==> src/rtl/lwic_pkg.sv <==
/*
  Shared constants, register layouts and carrier types of the LIN, wake and
  interrupt control block. Assumes a 50 MHz system clock.
*/
package lwic_pkg;
  localparam int unsigned CLK_HZ = 50_000_000;
  localparam int unsigned CYC_PER_US = CLK_HZ / 1_000_000;
  localparam int unsigned CYC_PER_MS = CLK_HZ / 1_000;
  // Times in their own units
  localparam int unsigned LIN_WAKE_DOM_US = 30;
  localparam int unsigned TX_DOM_TO_MS = 20;
  localparam int unsigned BIAS_SHORT_MS = 16;
  localparam int unsigned BIAS_LONG_MS = 64;
  localparam int unsigned LIN_WAKE_CYC = LIN_WAKE_DOM_US * CYC_PER_US;
  localparam int CNT_W = 22;

  // Register bus
  localparam int ADDR_W = 5;
  localparam logic [ADDR_W-1:0] REG_MODE = 5'h00;
  localparam logic [ADDR_W-1:0] REG_INTCTL = 5'h04;
  localparam logic [ADDR_W-1:0] REG_STATUS = 5'h08;
  localparam logic [ADDR_W-1:0] REG_INTSTAT = 5'h0C;
  localparam logic [1:0] RESP_OKAY = 2'h0;
  localparam logic [1:0] RESP_SLVERR = 2'h2;

  // Chip mode codes
  localparam logic [1:0] MC_STANDBY = 2'h0;
  localparam logic [1:0] MC_SLEEP = 2'h1;
  localparam logic [1:0] MC_NORMAL = 2'h2;
  // Wake edge configuration codes
  localparam logic [1:0] WIC_OFF = 2'h0;
  localparam logic [1:0] WIC_RISE = 2'h1;
  localparam logic [1:0] WIC_FALL = 2'h2;
  localparam logic [1:0] WIC_BOTH = 2'h3;
  // LIN transceiver mode codes
  localparam logic [1:0] LM_OFF = 2'h0;
  localparam logic [1:0] LM_LOWPWR = 2'h1;
  localparam logic [1:0] LM_ACTIVE = 2'h2;

  typedef enum {ST_STANDBY, ST_SLEEP, ST_NORMAL, ST_OVERTEMP} lwic_state_t;

  typedef struct packed {
    logic wake_bias_period_sel;
    logic [1:0] chip_mode_code;
  } lwic_mode_reg_t;

  typedef struct packed {
    logic wake_b_bias_sample_en;
    logic wake_a_bias_sample_en;
    logic [1:0] wake_b_edge_cfg;
    logic [1:0] wake_a_edge_cfg;
    logic can_standby_ctrl;
    logic lin_b_standby_ctrl;
    logic lin_a_standby_ctrl;
  } lwic_intctl_t;

  typedef struct packed {
    logic overtemp;
    logic cyclic_en;
    logic [1:0] lin_b_mode;
    logic [1:0] lin_a_mode;
    logic wake_b_level_stat;
    logic wake_a_level_stat;
  } lwic_status_t;

  typedef struct packed {
    logic cyclic_irq;
    logic local_wake_b_irq;
    logic local_wake_a_irq;
    logic can_wake_irq;
    logic lin_b_wake_irq;
    logic lin_a_wake_irq;
  } lwic_intstat_t;

  localparam lwic_intctl_t INTCTL_RST = '0;

  typedef struct packed {
    logic watchdog_disable_pin;
    logic overtemp;
    logic bat_above_uvr;
    logic local_wake_b;
    logic local_wake_a;
    logic lin_b_bus;
    logic lin_a_bus;
    logic lin_b_tx_in;
    logic lin_a_tx_in;
  } lwic_pins_t;

  localparam lwic_pins_t PINS_RST = 9'h17F;

  typedef struct packed {
    logic awvalid;
    logic [ADDR_W-1:0] awaddr;
    logic wvalid;
    logic [31:0] wdata;
    logic [3:0] wstrb;
    logic bready;
    logic arvalid;
    logic [ADDR_W-1:0] araddr;
    logic rready;
  } lwic_axi_req_t;

  typedef struct packed {
    logic awready;
    logic wready;
    logic bvalid;
    logic [1:0] bresp;
    logic arready;
    logic rvalid;
    logic [31:0] rdata;
    logic [1:0] rresp;
  } lwic_axi_rsp_t;
endpackage
==> src/rtl/lwic_core.sv <==
/*
  LIN transceiver mode control, transmit dominant time-out, local wake inputs,
  interrupt status and output, cyclic interrupt and overtemperature mode,
  with an AXI4-Lite register slave.
  Assumes one 50 MHz clock; pins arrive asynchronous, watchdog and CAN
  wake signals arrive from logic on the same clock.
*/
// Our own choices: the address map and the AXI4-Lite slave port.
// What this block does
// - LIN active only in normal mode, standby bit 0, battery above recovery.
// - Active receive output follows bus: high recessive, low dominant.
// - Standby bit 1 puts transceiver in low power with bus wake detect.
// - Standby or sleep with standby bit 0 turns transceiver off.
// - Bus wake accepted only after dominant lasts the minimum wake time.
// - Transmit falling edge starts time-out; too long low disables transmitter.
// - Transmit rising edge resets the dominant time-out timer.
// - Two-bit field per wake pin picks falling, rising, both or off.
// - Enabled wake event raises local wake interrupt in standby, normal or sleep.
// - Enabled wake event during sleep moves chip to standby.
// - Wake level bits valid only while some wake field is nonzero.
// - Bias sampling enabled: sample wake pin on bias rising edge only.
// - Bias sampling disabled: sample wake pin continuously.
// - Bias period is 16 ms or 64 ms by one select bit.
// - Open-drain interrupt pulled low while any status bit pends.
// - Status bit clears only on written one; zero leaves it.
// - Clearing bus wake status keeps the latched pending wake.
// - Pending bus wake clears on entering normal with standby bit 0.
// - Cyclic interrupt enabled when watchdog enters time-out mode in standby or normal, disable pin low.
// - Cyclic interrupt set on each watchdog overflow in time-out mode.
// - Overtemperature in normal or standby: reset low, limp home, outputs off.
// - Overtemp mode returns to standby once temperature is below threshold.
`timescale 1ns/1ns
`default_nettype none
module lwic_core import lwic_pkg::*; #(
  parameter int unsigned TX_TO_CYC = TX_DOM_TO_MS * CYC_PER_MS,
  parameter int unsigned BIAS_SHORT_CYC = BIAS_SHORT_MS * CYC_PER_MS,
  parameter int unsigned BIAS_LONG_CYC = BIAS_LONG_MS * CYC_PER_MS
) (
  // Clock, reset, enable
  input wire logic clk,
  input wire logic reset,
  input wire logic ce,
  // Register bus
  input wire lwic_axi_req_t axi_req,
  output var lwic_axi_rsp_t axi_rsp,
  // Asynchronous pins
  input wire lwic_pins_t pins,
  // Same-clock inputs
  input wire logic can_wake_evt,
  input wire logic wd_timeout_mode,
  input wire logic wd_overflow,
  // LIN side
  output logic lin_a_rx_out,
  output logic lin_b_rx_out,
  output logic lin_a_tx_dom,
  output logic lin_b_tx_dom,
  output logic [1:0] lin_a_mode,
  output logic [1:0] lin_b_mode,
  // Wake bias and open-drain pins
  output logic wake_bias_out,
  output logic irq_out_n_o,
  output logic irq_out_n_oe,
  output logic system_reset_out_n_o,
  output logic system_reset_out_n_oe,
  // Overtemperature actions and CAN standby control
  output logic limp_home_en,
  output logic regulators_off,
  output logic can_tx_off,
  output logic can_standby_ctrl
);

  function automatic logic [31:0] wmerge(input logic [31:0] old, input logic [31:0] nw, input logic [3:0] strb);
    logic [31:0] r;
    r = old;
    for (int b = 0; b < 4; b++) begin
      if (strb[b]) begin
        r[b*8 +: 8] = nw[b*8 +: 8];
      end
    end
    return r;
  endfunction

  function automatic logic reg_ok(input logic [ADDR_W-1:0] a);
    return a == REG_MODE || a == REG_INTCTL || a == REG_STATUS || a == REG_INTSTAT;
  endfunction

  function automatic lwic_state_t mc_decode(input logic [1:0] code);
    if (code == MC_STANDBY) begin
      return ST_STANDBY;
    end else if (code == MC_SLEEP) begin
      return ST_SLEEP;
    end
    return ST_NORMAL;
  endfunction

  ////////////////////////////////////////////////////////////////////////////
  // Pin synchronisers
  lwic_pins_t s1_q, s2_q;

  always_ff @(posedge clk or posedge reset) begin
    if (reset) begin
      s1_q <= PINS_RST;
      s2_q <= PINS_RST;
    end else if (ce) begin
      s1_q <= pins;
      s2_q <= s1_q;
    end
  end

  logic [1:0] tx_s, bus_s, wk_s;
  assign tx_s = {s2_q.lin_b_tx_in, s2_q.lin_a_tx_in};
  assign bus_s = {s2_q.lin_b_bus, s2_q.lin_a_bus};
  assign wk_s = {s2_q.local_wake_b, s2_q.local_wake_a};

  ////////////////////////////////////////////////////////////////////////////
  // AXI4-Lite slave
  logic aw_hold_q, w_hold_q, bvalid_q, rvalid_q;
  logic [ADDR_W-1:0] awaddr_q;
  logic [31:0] wdata_q, rdata_q;
  logic [3:0] wstrb_q;
  logic [1:0] bresp_q, rresp_q;
  logic aw_take, w_take, do_write, ar_take;
  logic [ADDR_W-1:0] wa;
  logic [31:0] wd;
  logic [3:0] ws;

  always_comb begin
    axi_rsp = '0;
    axi_rsp.awready = !aw_hold_q && !bvalid_q;
    axi_rsp.wready = !w_hold_q && !bvalid_q;
    axi_rsp.bvalid = bvalid_q;
    axi_rsp.bresp = bresp_q;
    axi_rsp.arready = !rvalid_q;
    axi_rsp.rvalid = rvalid_q;
    axi_rsp.rdata = rdata_q;
    axi_rsp.rresp = rresp_q;
  end

  assign aw_take = axi_req.awvalid && axi_rsp.awready;
  assign w_take = axi_req.wvalid && axi_rsp.wready;
  assign ar_take = axi_req.arvalid && axi_rsp.arready;
  assign do_write = ce && (aw_hold_q || aw_take) && (w_hold_q || w_take);
  assign wa = aw_hold_q ? awaddr_q : axi_req.awaddr;
  assign wd = w_hold_q ? wdata_q : axi_req.wdata;
  assign ws = w_hold_q ? wstrb_q : axi_req.wstrb;

  always_ff @(posedge clk or posedge reset) begin
    if (reset) begin
      aw_hold_q <= 1'b0;
      w_hold_q <= 1'b0;
      awaddr_q <= '0;
      wdata_q <= '0;
      wstrb_q <= '0;
      bvalid_q <= 1'b0;
      bresp_q <= RESP_OKAY;
    end else if (ce) begin
      if (do_write) begin
        aw_hold_q <= 1'b0;
        w_hold_q <= 1'b0;
        bvalid_q <= 1'b1;
        bresp_q <= reg_ok(wa) ? RESP_OKAY : RESP_SLVERR;
      end else begin
        if (aw_take) begin
          aw_hold_q <= 1'b1;
          awaddr_q <= axi_req.awaddr;
        end
        if (w_take) begin
          w_hold_q <= 1'b1;
          wdata_q <= axi_req.wdata;
          wstrb_q <= axi_req.wstrb;
        end
        if (bvalid_q && axi_req.bready) begin
          bvalid_q <= 1'b0;
        end
      end
    end
  end

  ////////////////////////////////////////////////////////////////////////////
  // Control registers
  lwic_state_t st_q, st_d;
  lwic_intctl_t ctl_q;
  lwic_intstat_t stat_q, set_v, clr_v;
  logic wbsel_q;
  logic mode_wr, is_norm, is_stby, is_sleep, is_hot, enter_norm, wake_any;
  logic [31:0] mode_merged, ctl_merged;
  lwic_mode_reg_t mode_new;

  assign mode_wr = do_write && wa == REG_MODE;
  assign mode_merged = wmerge({29'h0, wbsel_q, MC_STANDBY}, wd, ws);
  assign mode_new = mode_merged[$bits(lwic_mode_reg_t)-1:0];
  assign ctl_merged = wmerge({23'h0, ctl_q}, wd, ws);

  always_ff @(posedge clk or posedge reset) begin
    if (reset) begin
      ctl_q <= INTCTL_RST;
      wbsel_q <= 1'b0;
    end else if (ce) begin
      if (do_write && wa == REG_INTCTL) begin
        ctl_q <= ctl_merged[$bits(lwic_intctl_t)-1:0];
      end
      if (mode_wr) begin
        wbsel_q <= mode_new.wake_bias_period_sel;
      end
    end
  end

  assign is_norm = st_q == ST_NORMAL;
  assign is_stby = st_q == ST_STANDBY;
  assign is_sleep = st_q == ST_SLEEP;
  assign is_hot = st_q == ST_OVERTEMP;
  assign enter_norm = st_d == ST_NORMAL && !is_norm;

  always_comb begin
    st_d = st_q;
    case (st_q)
      ST_STANDBY, ST_NORMAL: begin
        if (s2_q.overtemp) begin
          st_d = ST_OVERTEMP;
        end else if (mode_wr) begin
          st_d = mc_decode(mode_new.chip_mode_code);
        end
      end
      ST_SLEEP: begin
        if (wake_any) begin
          st_d = ST_STANDBY;
        end else if (mode_wr) begin
          st_d = mc_decode(mode_new.chip_mode_code);
        end
      end
      ST_OVERTEMP: begin
        if (!s2_q.overtemp) begin
          st_d = ST_STANDBY;
        end
      end
      default: st_d = ST_STANDBY;
    endcase
  end

  always_ff @(posedge clk or posedge reset) begin
    if (reset) begin
      st_q <= ST_STANDBY;
    end else if (ce) begin
      st_q <= st_d;
    end
  end

  ////////////////////////////////////////////////////////////////////////////
  // LIN channels
  logic [1:0] stb, act, tx_prev_q, blk_q, pend_q, rx_q, txdom_q, hit;
  logic [1:0] lm [2];
  logic [CNT_W-1:0] to_cnt_q [2];
  logic [CNT_W-1:0] wk_cnt_q [2];

  assign stb = {ctl_q.lin_b_standby_ctrl, ctl_q.lin_a_standby_ctrl};

  always_comb begin
    for (int i = 0; i < 2; i++) begin
      act[i] = is_norm && !stb[i] && s2_q.bat_above_uvr;
      if (act[i]) begin
        lm[i] = LM_ACTIVE;
      end else if (stb[i]) begin
        lm[i] = LM_LOWPWR;
      end else begin
        lm[i] = LM_OFF;
      end
      hit[i] = stb[i] && !bus_s[i] && wk_cnt_q[i] == CNT_W'(LIN_WAKE_CYC - 1);
    end
  end

  always_ff @(posedge clk or posedge reset) begin
    if (reset) begin
      tx_prev_q <= 2'h3;
      blk_q <= 2'h0;
      to_cnt_q <= '{default: '0};
    end else if (ce) begin
      tx_prev_q <= tx_s;
      for (int i = 0; i < 2; i++) begin
        if (tx_s[i] && !tx_prev_q[i]) begin
          to_cnt_q[i] <= '0;
          blk_q[i] <= 1'b0;
        end else if (!tx_s[i] && tx_prev_q[i]) begin
          to_cnt_q[i] <= '0;
        end else if (!tx_s[i] && !blk_q[i]) begin
          if (to_cnt_q[i] == CNT_W'(TX_TO_CYC - 1)) begin
            blk_q[i] <= 1'b1;
          end else begin
            to_cnt_q[i] <= to_cnt_q[i] + 1'b1;
          end
        end
      end
    end
  end

  always_ff @(posedge clk or posedge reset) begin
    if (reset) begin
      wk_cnt_q <= '{default: '0};
      pend_q <= 2'h0;
    end else if (ce) begin
      for (int i = 0; i < 2; i++) begin
        if (!stb[i] || bus_s[i]) begin
          wk_cnt_q[i] <= '0;
        end else if (wk_cnt_q[i] != CNT_W'(LIN_WAKE_CYC)) begin
          wk_cnt_q[i] <= wk_cnt_q[i] + 1'b1;
        end
        // Status clear never touches the pending latch
        if (hit[i]) begin
          pend_q[i] <= 1'b1;
        end else if (enter_norm && !stb[i]) begin
          pend_q[i] <= 1'b0;
        end
      end
    end
  end

  always_ff @(posedge clk or posedge reset) begin
    if (reset) begin
      rx_q <= 2'h3;
      txdom_q <= 2'h0;
    end else if (ce) begin
      for (int i = 0; i < 2; i++) begin
        rx_q[i] <= act[i] ? bus_s[i] : 1'b1;
        txdom_q[i] <= act[i] && !tx_s[i] && !blk_q[i];
      end
    end
  end

  ////////////////////////////////////////////////////////////////////////////
  // CAN pending wake
  logic can_pend_q;

  always_ff @(posedge clk or posedge reset) begin
    if (reset) begin
      can_pend_q <= 1'b0;
    end else if (ce) begin
      if (can_wake_evt) begin
        can_pend_q <= 1'b1;
      end else if (enter_norm && !ctl_q.can_standby_ctrl) begin
        can_pend_q <= 1'b0;
      end
    end
  end

  ////////////////////////////////////////////////////////////////////////////
  // Wake bias generator and local wake sampling
  logic [CNT_W-1:0] bcnt_q, bper;
  logic bias_q, brise_q;
  logic [1:0] samp_q, samp_en, wk_evt, wse;
  logic [1:0] wic [2];

  assign bper = wbsel_q ? CNT_W'(BIAS_LONG_CYC) : CNT_W'(BIAS_SHORT_CYC);
  assign wse = {ctl_q.wake_b_bias_sample_en, ctl_q.wake_a_bias_sample_en};
  assign wic[0] = ctl_q.wake_a_edge_cfg;
  assign wic[1] = ctl_q.wake_b_edge_cfg;

  always_ff @(posedge clk or posedge reset) begin
    if (reset) begin
      bcnt_q <= '0;
      bias_q <= 1'b0;
      brise_q <= 1'b0;
    end else if (ce) begin
      brise_q <= 1'b0;
      if (bcnt_q >= bper - 1'b1) begin
        bcnt_q <= '0;
        bias_q <= 1'b1;
        brise_q <= 1'b1;
      end else begin
        bcnt_q <= bcnt_q + 1'b1;
        if (bcnt_q == (bper >> 1)) begin
          bias_q <= 1'b0;
        end
      end
    end
  end

  always_comb begin
    for (int i = 0; i < 2; i++) begin
      samp_en[i] = wse[i] ? brise_q : 1'b1;
      case (wic[i])
        WIC_RISE: wk_evt[i] = samp_en[i] && wk_s[i] && !samp_q[i];
        WIC_FALL: wk_evt[i] = samp_en[i] && !wk_s[i] && samp_q[i];
        WIC_BOTH: wk_evt[i] = samp_en[i] && wk_s[i] != samp_q[i];
        default: wk_evt[i] = 1'b0;
      endcase
    end
  end

  assign wake_any = |wk_evt;

  always_ff @(posedge clk or posedge reset) begin
    if (reset) begin
      samp_q <= 2'h3;
    end else if (ce) begin
      for (int i = 0; i < 2; i++) begin
        if (samp_en[i]) begin
          samp_q[i] <= wk_s[i];
        end
      end
    end
  end

  ////////////////////////////////////////////////////////////////////////////
  // Cyclic interrupt enable
  logic ci_en_q, wdto_prev_q;

  always_ff @(posedge clk or posedge reset) begin
    if (reset) begin
      ci_en_q <= 1'b0;
      wdto_prev_q <= 1'b0;
    end else if (ce) begin
      wdto_prev_q <= wd_timeout_mode;
      if (!wd_timeout_mode) begin
        ci_en_q <= 1'b0;
      end else if (!wdto_prev_q && (is_stby || is_norm) && !s2_q.watchdog_disable_pin) begin
        ci_en_q <= 1'b1;
      end
    end
  end

  ////////////////////////////////////////////////////////////////////////////
  // Interrupt status, set wins over clear
  always_comb begin
    set_v.lin_a_wake_irq = hit[0];
    set_v.lin_b_wake_irq = hit[1];
    set_v.can_wake_irq = can_wake_evt;
    set_v.local_wake_a_irq = wk_evt[0] && (is_stby || is_norm || is_sleep);
    set_v.local_wake_b_irq = wk_evt[1] && (is_stby || is_norm || is_sleep);
    set_v.cyclic_irq = wd_overflow && wd_timeout_mode && ci_en_q;
    clr_v = (do_write && wa == REG_INTSTAT && ws[0]) ? wd[$bits(lwic_intstat_t)-1:0] : '0;
  end

  always_ff @(posedge clk or posedge reset) begin
    if (reset) begin
      stat_q <= '0;
    end else if (ce) begin
      stat_q <= (stat_q & ~clr_v) | set_v;
    end
  end

  ////////////////////////////////////////////////////////////////////////////
  // Register read
  lwic_status_t sts;
  lwic_mode_reg_t mrd;

  always_comb begin
    sts.overtemp = is_hot;
    sts.cyclic_en = ci_en_q;
    sts.lin_b_mode = lm[1];
    sts.lin_a_mode = lm[0];
    sts.wake_b_level_stat = (wic[0] != WIC_OFF || wic[1] != WIC_OFF) && samp_q[1];
    sts.wake_a_level_stat = (wic[0] != WIC_OFF || wic[1] != WIC_OFF) && samp_q[0];
    mrd.wake_bias_period_sel = wbsel_q;
    mrd.chip_mode_code = is_norm ? MC_NORMAL : (is_sleep ? MC_SLEEP : MC_STANDBY);
  end

  always_ff @(posedge clk or posedge reset) begin
    if (reset) begin
      rvalid_q <= 1'b0;
      rdata_q <= '0;
      rresp_q <= RESP_OKAY;
    end else if (ce) begin
      if (ar_take) begin
        rvalid_q <= 1'b1;
        rresp_q <= reg_ok(axi_req.araddr) ? RESP_OKAY : RESP_SLVERR;
        rdata_q <= '0;
        case (axi_req.araddr)
          REG_MODE: rdata_q[$bits(lwic_mode_reg_t)-1:0] <= mrd;
          REG_INTCTL: rdata_q[$bits(lwic_intctl_t)-1:0] <= ctl_q;
          REG_STATUS: rdata_q[$bits(lwic_status_t)-1:0] <= sts;
          REG_INTSTAT: rdata_q[$bits(lwic_intstat_t)-1:0] <= stat_q;
          default: rdata_q <= '0;
        endcase
      end else if (rvalid_q && axi_req.rready) begin
        rvalid_q <= 1'b0;
      end
    end
  end

  ////////////////////////////////////////////////////////////////////////////
  // Outputs
  logic hot_q, irq_q;

  always_ff @(posedge clk or posedge reset) begin
    if (reset) begin
      hot_q <= 1'b0;
      irq_q <= 1'b0;
    end else if (ce) begin
      hot_q <= is_hot;
      irq_q <= |((stat_q & ~clr_v) | set_v);
    end
  end

  assign lin_a_rx_out = rx_q[0];
  assign lin_b_rx_out = rx_q[1];
  assign lin_a_tx_dom = txdom_q[0];
  assign lin_b_tx_dom = txdom_q[1];
  assign lin_a_mode = lm[0];
  assign lin_b_mode = lm[1];
  assign wake_bias_out = bias_q;
  assign irq_out_n_o = 1'b0;
  assign irq_out_n_oe = irq_q;
  assign system_reset_out_n_o = 1'b0;
  assign system_reset_out_n_oe = hot_q;
  assign limp_home_en = hot_q;
  assign regulators_off = hot_q;
  assign can_tx_off = hot_q;
  assign can_standby_ctrl = ctl_q.can_standby_ctrl;

endmodule
`default_nettype wire

==> config.mk <==
export PLATFORM = sky130hd
export DESIGN_NAME = lwic_core
export DESIGN_NICKNAME = d
export VERILOG_FILES = /design/src/rtl/lwic_pkg.sv /design/src/rtl/lwic_core.sv
export SDC_FILE = /design/constraint.sdc
export NUM_CORES = 1
export LEC_CHECK = 0
export BUFFER_PORTS_ARGS = -buffer_cell sky130_fd_sc_hd__buf_4
export CORE_UTILIZATION = 50
export CTS_BUF_LIST = sky130_fd_sc_hd__clkbuf_4
export DETAILED_ROUTE_END_ITERATION = 10
export GPL_ROUTABILITY_DRIVEN = 0
export PLACE_DENSITY = 0.71
export SYNTH_ARGS = -nofsm -noshare
export SYNTH_HDL_FRONTEND = slang
export SYNTH_SLANG_ARGS = --single-unit
export TNS_END_PERCENT = 100
==> constraint.sdc <==
create_clock -name clk -period 6.1 [get_ports clk]
set_clock_uncertainty 0.15 [all_clocks]
set_input_delay 0.61 -clock clk [delete_from_list [all_inputs] [get_ports clk]]
set_output_delay 0.61 -clock clk [all_outputs]
set_load 0.05 [all_outputs]
=== After elaboration in Yosys (flattened, before gate mapping) ===
Index checks and enable logic that the tools add are counted.

* Bits of input ports: 66
* Output and inout bits: 58
* Logic and storage cells: 310
* Register bits after elaboration: 225

* Reductions and logical operators: 127
* Multiplexer cells: 75
* Add/sub/neg operators: 6
* Eq/ne operators: 36
* Bitwise gates (word level): 4
* $lt $le $gt $ge: 1

{| class="wikitable"
|+ Operators with widths
! operator !! number
|-
| $mux W22 || 14
|-
| $mux W32 || 7
|-
| $add A22 B1 Y22 const B || 5
|-
| $eq A32 B2 Y1 const B || 3
|-
| $pmux W32 S3 || 1
|-
| $eq A32 B3 Y1 const B || 2
|-
| $logic_not A32 Y1 || 2
|-
| $logic_and A1 B1 Y1 || 49
|-
| $eq A22 B11 Y1 const B || 2
|-
| $eq A22 B20 Y1 const B || 2
|-
| $ne A22 B11 Y1 const B || 2
|-
| $mux W1 || 38
|-
| $eq A32 B1 Y1 const B || 1
|-
| $reduce_bool A2 Y1 || 13
|-
| $reduce_and A2 Y1 || 12
|-
| $eq A22 B21 Y1 || 1
|-
| $ge A22 B22 Y1 || 1
|-
| $sub A22 B1 Y22 const B || 1
|-
| $reduce_and A3 Y1 || 7
|-
| $eq A5 B4 Y1 const B || 4
|-
| $logic_not A1 Y1 || 20
|-
| $mux W2 || 7
|-
| $logic_or A1 B1 Y1 || 13
|-
| $ne A3 B3 Y1 const B || 4
|-
| other kinds (23) || 38
|}

=== Depth between registers and ports, before layout ===
Gate-level depths: netlist (run 1).

* Depth in word-level cells: 14
* Mapped depth: 9

=== Worst setup path before layout (run 1) ===
OpenSTA, ideal clock, no wires.

* Path type: input port to flip-flop
* Start point: in axi_req[45] (netlist bit)
* End point: reg st_q[1]
* Data arrival time: 2.094 ns
* Cell stages on the path: 6
* Path buffers: 0
* Slack: 3.737 ns
* Cells stage by stage: or4_1 -> a221oi_4 -> o21ai_1 -> a31oi_2 -> o211ai_1 -> o21a_1

* Cells in the longest elaborated chain, start to end: 5
* Elaborated cells between the ends (all ways): 6
* Those cells by class: 2 x eq/ne; 1 x mux; 3 x reduce/logical

{| class="wikitable"
|+ RTL lines
! what !! RTL line !! text
|-
| start: declaration || lwic_core.sv:44 || <nowiki>input wire lwic_axi_req_t axi_req,</nowiki>
|-
| $mux W5 (*) || lwic_core.sv:143 || <nowiki>assign wa = aw_hold_q ? awaddr_q : axi_req.awaddr;</nowiki>
|-
| $logic_not A5 Y1 (*) || lwic_core.sv:189 || <nowiki>assign mode_wr = do_write && wa == REG_MODE;</nowiki>
|-
| $logic_and A1 B1 Y1 (*) || lwic_core.sv:189 ||
|-
| $ne A3 B3 Y1 (no source line) || -- ||
|-
| $reduce_and A4 Y1 (no source line) (*) || -- ||
|-
| end signal: assignment || lwic_core.sv:244 || <nowiki>st_q <= st_d;</nowiki>
|-
| end: declaration || lwic_core.sv:181 || <nowiki>lwic_state_t st_q, st_d;</nowiki>
|}

Every way passes the cells marked *; elsewhere a longest branch is shown, timed or not.
A chain may end at the register's enable or synchronous reset.

=== Final worst setup path (run 1) ===
* Start point: reg to_cnt_q[0] (netlist bit)
* End point: reg to_cnt_q[2] (netlist bit)

* Cells in the longest elaborated chain, start to end: 5
* Elaborated cells between the ends (all ways): 8
* Those cells by class: 1 x add/sub; 2 x eq/ne; 4 x mux; 1 x reduce/logical

{| class="wikitable"
|+ RTL lines
! what !! RTL line !! text
|-
| start: declaration || lwic_core.sv:252 || <nowiki>logic [CNT_W-1:0] to_cnt_q [2];</nowiki>
|-
| start signal: indexed assignment || lwic_core.sv:288 || <nowiki>to_cnt_q[i] <= to_cnt_q[i] + 1'b1;</nowiki>
|-
| $add A22 B1 Y22 || lwic_core.sv:288 ||
|-
| $mux W22 || lwic_core.sv:285 || <nowiki>if (to_cnt_q[i] == CNT_W'(TX_TO_CYC - 1)) begin</nowiki>
|-
| $mux W22 || lwic_core.sv:284 || <nowiki>end else if (!tx_s[i] && !blk_q[i]) begin</nowiki>
|-
| $mux W22 || lwic_core.sv:282 || <nowiki>end else if (!tx_s[i] && tx_prev_q[i]) begin</nowiki>
|-
| $mux W22 || lwic_core.sv:279 || <nowiki>if (tx_s[i] && !tx_prev_q[i]) begin</nowiki>
|}

Several ways; a longest one is shown, not always the timed one. The select of a mux whose other input is x is not followed.

==> flow_summary.yaml, run 1 <==
floorplanning:
  rows: 52
  pin_count: 124
  die-area_sq_um: 21400
  die_w_microns: 146
  die_y_microns: 146
  fp.coreArea_sq_um: 20300
  start_util_pct: 51.2
flow_run:
  max_cap_violations: 0
cts:
  insertion_delay_ns: 0.60
  ctsHoldBuffers: 0
  cts_tree: "yes"
  post_cts_buffers: 0
  clock_tree.root_cell: "clkbuf_4"
  cts_buffer_depth: 2
  cts_buffers: 17
  path_clk_slew_ns: 0.17
  cts_max_level: 4
  clock_sinks: 193
  ctsResizeCount: 0
yosys:
  synthDominantCellAreaShare_pct: 41.2
  synthTopCellsByArea: "dfrtp_1 41%, dfstp_2 5.6%, o21ai_0 5.1%"
  syn-instance-count: 1112
  ys_async_sr_fraction_pct: 100
  synth_top_flop_cell: "dfrtp_1"
  synthDistinctLibCells: 69
  synth_edf_count: 0
  syn_area_sq_um: 10400
  yosys_warnings: 0
  yosysTopAreaCell: "dfrtp_1"
  yosysSeqAreaShare_pct: 46.8
  synth.ff_latch_count: 193
  avgSynthCellArea_sq_um: 9.34
global_routing:
  grt_start_max_net_pins: 134
  grt_pass1_vias: 7586
  antenna_found_initial: 1
  grt_pass1_wl_mm: 37.6
  grt-ovfl-total: 0
  grt_usage_pct: 21.6
worst_setup_path:
  regToRegSetupSlack_ns: 2.85
  timing.rr.start: "to_cnt_q[0]"
  worstPathArrival_ns: 3.55
  required_ns: 6.41
  crit_fanout: 29
  critPathKind: "reg2reg"
  end_kind: "flip-flop"
  crit_path_start_kind: "flip-flop"
  r2r-end: "to_cnt_q[2]"
  ff2ff_path_depth: 7
sta:
  finalHoldViolCount: 0
  tightest_slew_ns: 0.931
  period_share_pct: 53.2
  period_needed_ns: 3.25
  finalSetupViolations: 0
  relSlewSlack_pct: 37.9
  max_freq_mhz: 308
  tns_ns: 0
  drv_slew: 0
  rsz0062_at_grt: "false"
finish:
  final_cell_mix: "171 x dfrtp_1, 108 x nand2_1, 106 x o21ai_0, 103 x nor2_1, 75 x buf_4"
  final_nets: 1238
  final_common_cell: "dfrtp_1"
  drive_gt1_share_pct: 16.3
  fin_util_pct: 55.5
  fillers: 1822
  syn_to_final_growth_pct: 8.36
detailed_routing:
  dr.pass1.iters: 5
  drc_errors: 0
  viasPerCell: 5.69
  antenna_left: 0
  drt-total-wl_mm: 22.3
  wl_per_cell_microns: 15.5
  drt_iter0_drc: 572
  num_vias: 8154
placement:
  hpwl_mm: 15.3
  io_buffers: 71
hold_path:
  hold_path_class: "in2async"
outcome:
  status: "completed"
pwr:
  power_density_nw_per_um2: 300
  vdd_ir_drop_max_uv: 282
  power_leakage_nw: 4.77
==> final cells by class <==
| type | instances | area [sq um] | share of cell area, % |
|---|---|---|---|
| inverter | 37 | 146 | 1.30 |
| clock buffer | 17 | 128 | 1.13 |
| timing repair buffer | 75 | 563 | 5.00 |
| antenna | 1 | 2.50 | 0.0222 |
| clock inverter | 15 | 176 | 1.57 |
| sequential | 193 | 4860 | 43.1 |
| tap | 270 | 338 | 3.00 |
| multi-input combinational | 826 | 5050 | 44.8 |
==> how the worst max path moves through the flow <==
stage	startpoint	to	cells after the start
2_1_floorplan	reset	aw_hold_q	1
3_3_place_gp	to_cnt_q[0]	to_cnt_q[10]	7
3_5_place_dp	to_cnt_q[0]	to_cnt_q[10]	7
4_1_cts	to_cnt_q[0]	to_cnt_q[10]	7
5_1_grt	to_cnt_q[0]	to_cnt_q[10]	7
6_report	to_cnt_q[0]	to_cnt_q[2]	7
==> registers in the layout, indices dropped and copies added, names as in the netlist, 2 cells and up <==
signal and count:
awaddr_q 5, blk_q 2, bcnt_q 22, wk_cnt_q 44, s2_q 7, samp_q 2, rx_q 2, rdata_q 9
wdata_q 9, to_cnt_q 44, tx_prev_q 2, bus_s 2, wstrb_q 2, st_q 2, ctl_q 8, txdom_q 2
stat_q 6, s1_q 9
==> layer usage <==
metal	routed length, microns	part of all wire [%]	track usage (%)	vias up
li1	-	-	-	3993
met1	10900	49	30.9	3997
met2	10400	47	34.1	140
met3	627	2.8	3.31	24
met4	307	1.4	6.30	0
met5	0	0	0	-
==> report_power, final <==
group          leakage (nW)  internal [mW]  switching [mW]
clock                 0.163          0.258           0.474
sequential             2.50           1.48           0.232
combinational          2.11          0.352           0.574
total                  4.77           2.09            1.28
==> critical path: stages (launching register included) <==
cell,delay [ns]
dfrtp_1,0.43
ha_1,0.22
and3_1,0.22
nand3_1,0.21
o31ai_1,0.33
a21o_1,0.72
nand2b_1,0.65
o21ai_0,0.18
==> cell usage after synthesis (all sizes together) (11+ instances only) <==
library cell  count
nand2           108
nand4            28
mux2             40
mux2i            11
nor3             32
a21oi            33
xor2             18
nand2b           12
buf              47
o31ai            31
dfrtp           171
nand3            56
a31oi            13
o21ai           108
clkbuf           35
and3             19
ha               22
inv              36
xnor2            28
dfstp            22
nor2            103
nor4             22
==> cell families (layout without fill, tap and decap cells) <==
family | count (synthesis) | in the layout | share of synthesized area (%)
buffers and inverters | 119 | 144 | 5.61
other | 1 | 28 | 0.0361
AOI/OAI and AO/OA | 235 | 235 | 14.3
xor gates and xnor gates | 46 | 46 | 3.88
and+or+nand+nor | 445 | 445 | 21.4
adders and majority gates | 22 | 22 | 2.65
DFF | 193 | 193 | 46.8
muxes | 51 | 51 | 5.40
==> per-stage QoR <==
stage	power (mW)	std cells	worst slack, ns	hold WS, ns	cell area (sq um)
after floorplan	2.42	1138	0.121	0.296	10500
after global placement	2.63	1401	2.93	0.314	11000
after detailed placement	2.66	1401	2.85	0.320	11000
after CTS	3.40	1433	2.84	0.0493	11300
after global routing	3.57	1434	2.54	0.0504	11300
final	3.37	1434	2.85	0.0157	11300
(Power assumes the default switching activity.)
==> run 2: changes to the inputs <==
--- a/config.mk
+++ b/config.mk
@@ -5,12 +5,13 @@
 export SDC_FILE = /design/constraint.sdc
 export NUM_CORES = 1
 export LEC_CHECK = 0
+export ABC_AREA = 1
 export BUFFER_PORTS_ARGS = -buffer_cell sky130_fd_sc_hd__buf_4
 export CORE_UTILIZATION = 50
 export CTS_BUF_LIST = sky130_fd_sc_hd__clkbuf_4
 export DETAILED_ROUTE_END_ITERATION = 10
 export GPL_ROUTABILITY_DRIVEN = 0
-export PLACE_DENSITY = 0.71
+export PLACE_DENSITY = 0.7
 export SYNTH_ARGS = -nofsm -noshare
 export SYNTH_HDL_FRONTEND = slang
 export SYNTH_SLANG_ARGS = --single-unit
==> constraint.sdc (replaced) <==
create_clock -name clk -period 2.6 [get_ports clk]
set_clock_uncertainty 0.15 [all_clocks]
set_input_delay 0.26 -clock clk [delete_from_list [all_inputs] [get_ports clk]]
set_output_delay 0.26 -clock clk [all_outputs]
set_load 0.05 [all_outputs]
==> run 2 against run 1 <==
Cell count increased by 36%; highest routed layer unchanged; sequential share of layout area shrank 6.3 points; clock power rose by 150%; core utilization grew 2.6 points; critical endpoint is now to_cnt_q[11].
==> flow_summary.yaml, run 2 <==
yosys:
  ys_top_cells_by_count: "342 x nand2_1, 171 x dfrtp_1, 171 x inv_1, 152 x nor2_1, 116 x nand3_1"
  yosysSeqAreaShare_pct: 41.8
  avgSynthCellArea_sq_um: 7.55
  yosys_warnings: 0
  syn-instance-count: 1540
  synthDistinctLibCells: 58
  synthTopCellsByArea: "dfrtp_1 37%, nand2_1 11%, inv_1 5.5%"
  synth_top_flop_cell: "dfrtp_1"
  synth_most_common_cell: "nand2_1"
  synth_edf_count: 0
  synth.ff_latch_count: 193
  synthDominantCellAreaShare_pct: 36.8
  yosysTopAreaCell: "dfrtp_1"
  syn_area_sq_um: 11600
  ys_async_sr_fraction_pct: 100
floorplanning:
  die_w_microns: 154
  fp.coreArea_sq_um: 22700
  die_y_microns: 154
  start_util_pct: 51.2
  pin_count: 124
  die-area_sq_um: 23900
  rows: 55
cts:
  cts_buffers: 17
  cts_tree: "yes"
  cts_max_level: 4
  clock_tree.root_cell: "clkbuf_4"
  clock_sinks: 193
  cts_buffer_depth: 2
  insertion_delay_ns: 0.62
  path_clk_slew_ns: 0.20
pwr:
  vdd_ir_drop_max_uv: 524
  p_int_mw: 4.89
  comb_power_share_pct: 31.9
  clkPwrFrac_pct: 21.7
  power_density_nw_per_um2: 630
  switching_power_mw: 3.42
  power_leakage_nw: 6.01
  seqPwrFrac_pct: 46.4
  power.share.switching_pct: 41.1
worst_setup_path:
  critPathLaunch: "to_cnt_q[0]"
  ff2ff_path_depth: 11
  crit_path_start_kind: "flip-flop"
  end_kind: "flip-flop"
  timing.rr.start: "to_cnt_q[0]"
  critPathKind: "reg2reg"
  r2r-end: "to_cnt_q[11]"
  required_ns: 2.97
  worstPathArrival_ns: 2.72
  crit_fanout: 19
  regToRegSetupSlack_ns: 0.26
  cp-endpoint: "to_cnt_q[11]"
finish:
  top_regs: "to_cnt_q: 44 flops, wk_cnt_q: 44 flops, bcnt_q: 22 flops"
  fillers: 2105
  final_common_cell: "nand2_1"
  multiInputGateArea_sq_um: 5690
  final_cell_mix: "342 x nand2_1, 171 x dfrtp_1, 170 x inv_1, 151 x nor2_1, 115 x nand3_1"
  regArea_sq_um: 4860
  syn_to_final_growth_pct: 13.5
  final_nets: 1742
  drive_gt1_share_pct: 12.9
global_routing:
  grt_usage_pct: 24.4
  grt_pass1_wl_mm: 47.6
  antenna_found_initial: 1
  grt_pass1_vias: 9944
  grt_start_max_net_pins: 139
  grt-ovfl-total: 0
sta:
  max_freq_mhz: 427
  relSlewSlack_pct: 46.8
  rsz0062_at_grt: "false"
  tns_ns: 0
  finalSetupViolations: 0
  holdWs_ns: 0.0648
  period_needed_ns: 2.34
  finalHoldViolCount: 0
  drv_slew: 0
  tightest_slew_ns: 0.798
  period_share_pct: 90.0
placement:
  io_buffers: 71
  hpwl_mm: 19.8
outcome:
  status: "completed"
detailed_routing:
  drt_iter0_drc: 757
  wl_per_cell_microns: 14.2
  dr.pass1.iters: 5
  drc_errors: 0
  num_vias: 10509
  antenna_left: 0
  viasPerCell: 5.38
  drt-total-wl_mm: 27.7
hold_path:
  hold_path_class: "in2reg"
flow_run:
  max_cap_violations: 0
run 2: cell count changes after synthesis, moves of 20 or more:
cell,change
xnor2_1,-23
nand2_1,+234
xor2_1,+21
nand4_1,+41
clkbuf_1,-22
o21ai_0,-30
inv_1,+135
mux2_2,-36
nor2_1,+49
o31ai_1,-20
nand3_1,+61
o21ai_1,+45
run 2: logic make-up after synthesis:
group	synth area share [%]
compound gates	10.6
xor+xnor	3.32
fa+ha+maj	2.37
buf+inv	10.3
flops	41.8
mux	0.764
other cells	0.0323
simple gates	30.9
run 2: power groups by stage:
stage / Sequential, mW / Clock [mW] / Combinational, mW
4_1_cts: 3.85 / 1.86 / 2.65
2_1_floorplan: 3.93 / 0 / 1.89
3_5_place_dp: 3.91 / 0 / 2.56
5_1_grt: 3.93 / 1.96 / 2.98
3_3_place_gp: 3.90 / 0 / 2.50
6_report: 3.86 / 1.80 / 2.65
run 2: layer usage:
| metal | share of wire, % | vias to the layer above | track usage (%) |
|---|---|---|---|
| li1 | - | 5273 | - |
| met1 | 46 | 4919 | 33.0 |
| met2 | 47 | 256 | 40.2 |
| met3 | 3.9 | 61 | 3.45 |
| met4 | 2.8 | 0 | 8.58 |
| met5 | 0 | - | 0 |
run 2: layout make-up:
cell class                      instances  area share, %
Timing Repair Buffer                  143           9.20
Clock buffer                           17          0.967
Sequential cell                       193           36.8
Tap cell                              285           2.70
Inverter                              192           5.51
Multi-Input combinational cell       1107           43.1
Clock inverter                         15           1.65
Antenna cell                            1         0.0190
run 2: worst min path at each step:
stage,start,to,cells past startpoint
3_5_place_dp,s1_q[0],s1_q[0],2
5_1_grt,axi_req[2],rdata_q[2],8
3_3_place_gp,s1_q[0],s1_q[0],2
6_report,axi_req[2],rdata_q[2],8
4_1_cts,axi_req[1],rdata_q[2],6
2_1_floorplan,pins[0],s1_q[0],2
run 2: stage by stage:
stage / util, % / std cells / area, sq um / power [mW] / worst slack [ns]
after CTS: 57.9 / 1949 / 13200 / 8.36 / 0.0770
after detailed placement: 54.2 / 1868 / 12300 / 6.46 / -0.00997
final: 58.1 / 1953 / 13200 / 8.31 / 0.260
after global placement: 54.2 / 1868 / 12300 / 6.40 / 0.0157
after global routing: 58.1 / 1953 / 13200 / 8.86 / 0.0343
after floorplan: - / 1566 / 11700 / 5.81 / -0.282
run 2: critical path, cell delays in order (launching register included):
cell     delay (ns)
dfrtp_1        0.41
ha_1           0.22
nand2_1        0.12
nor2_4         0.19
nand2_2        0.10
nor2_4         0.13
nand3_2        0.14
nand2_1        0.11
nand2_2        0.21
buf_4          0.28
a21oi_1        0.14
nor2_1         0.06
run 2: timing repair:
action                                  in CTS  in global routing
hold endpoints to repair                   227                  7
pin swaps                                    1                  0
endpoints found under the setup margin       4                  5
resized for setup                            0                  3
gates cloned                                 1                  0
hold buffers                                48                  3
buffers inserted                             0                  0
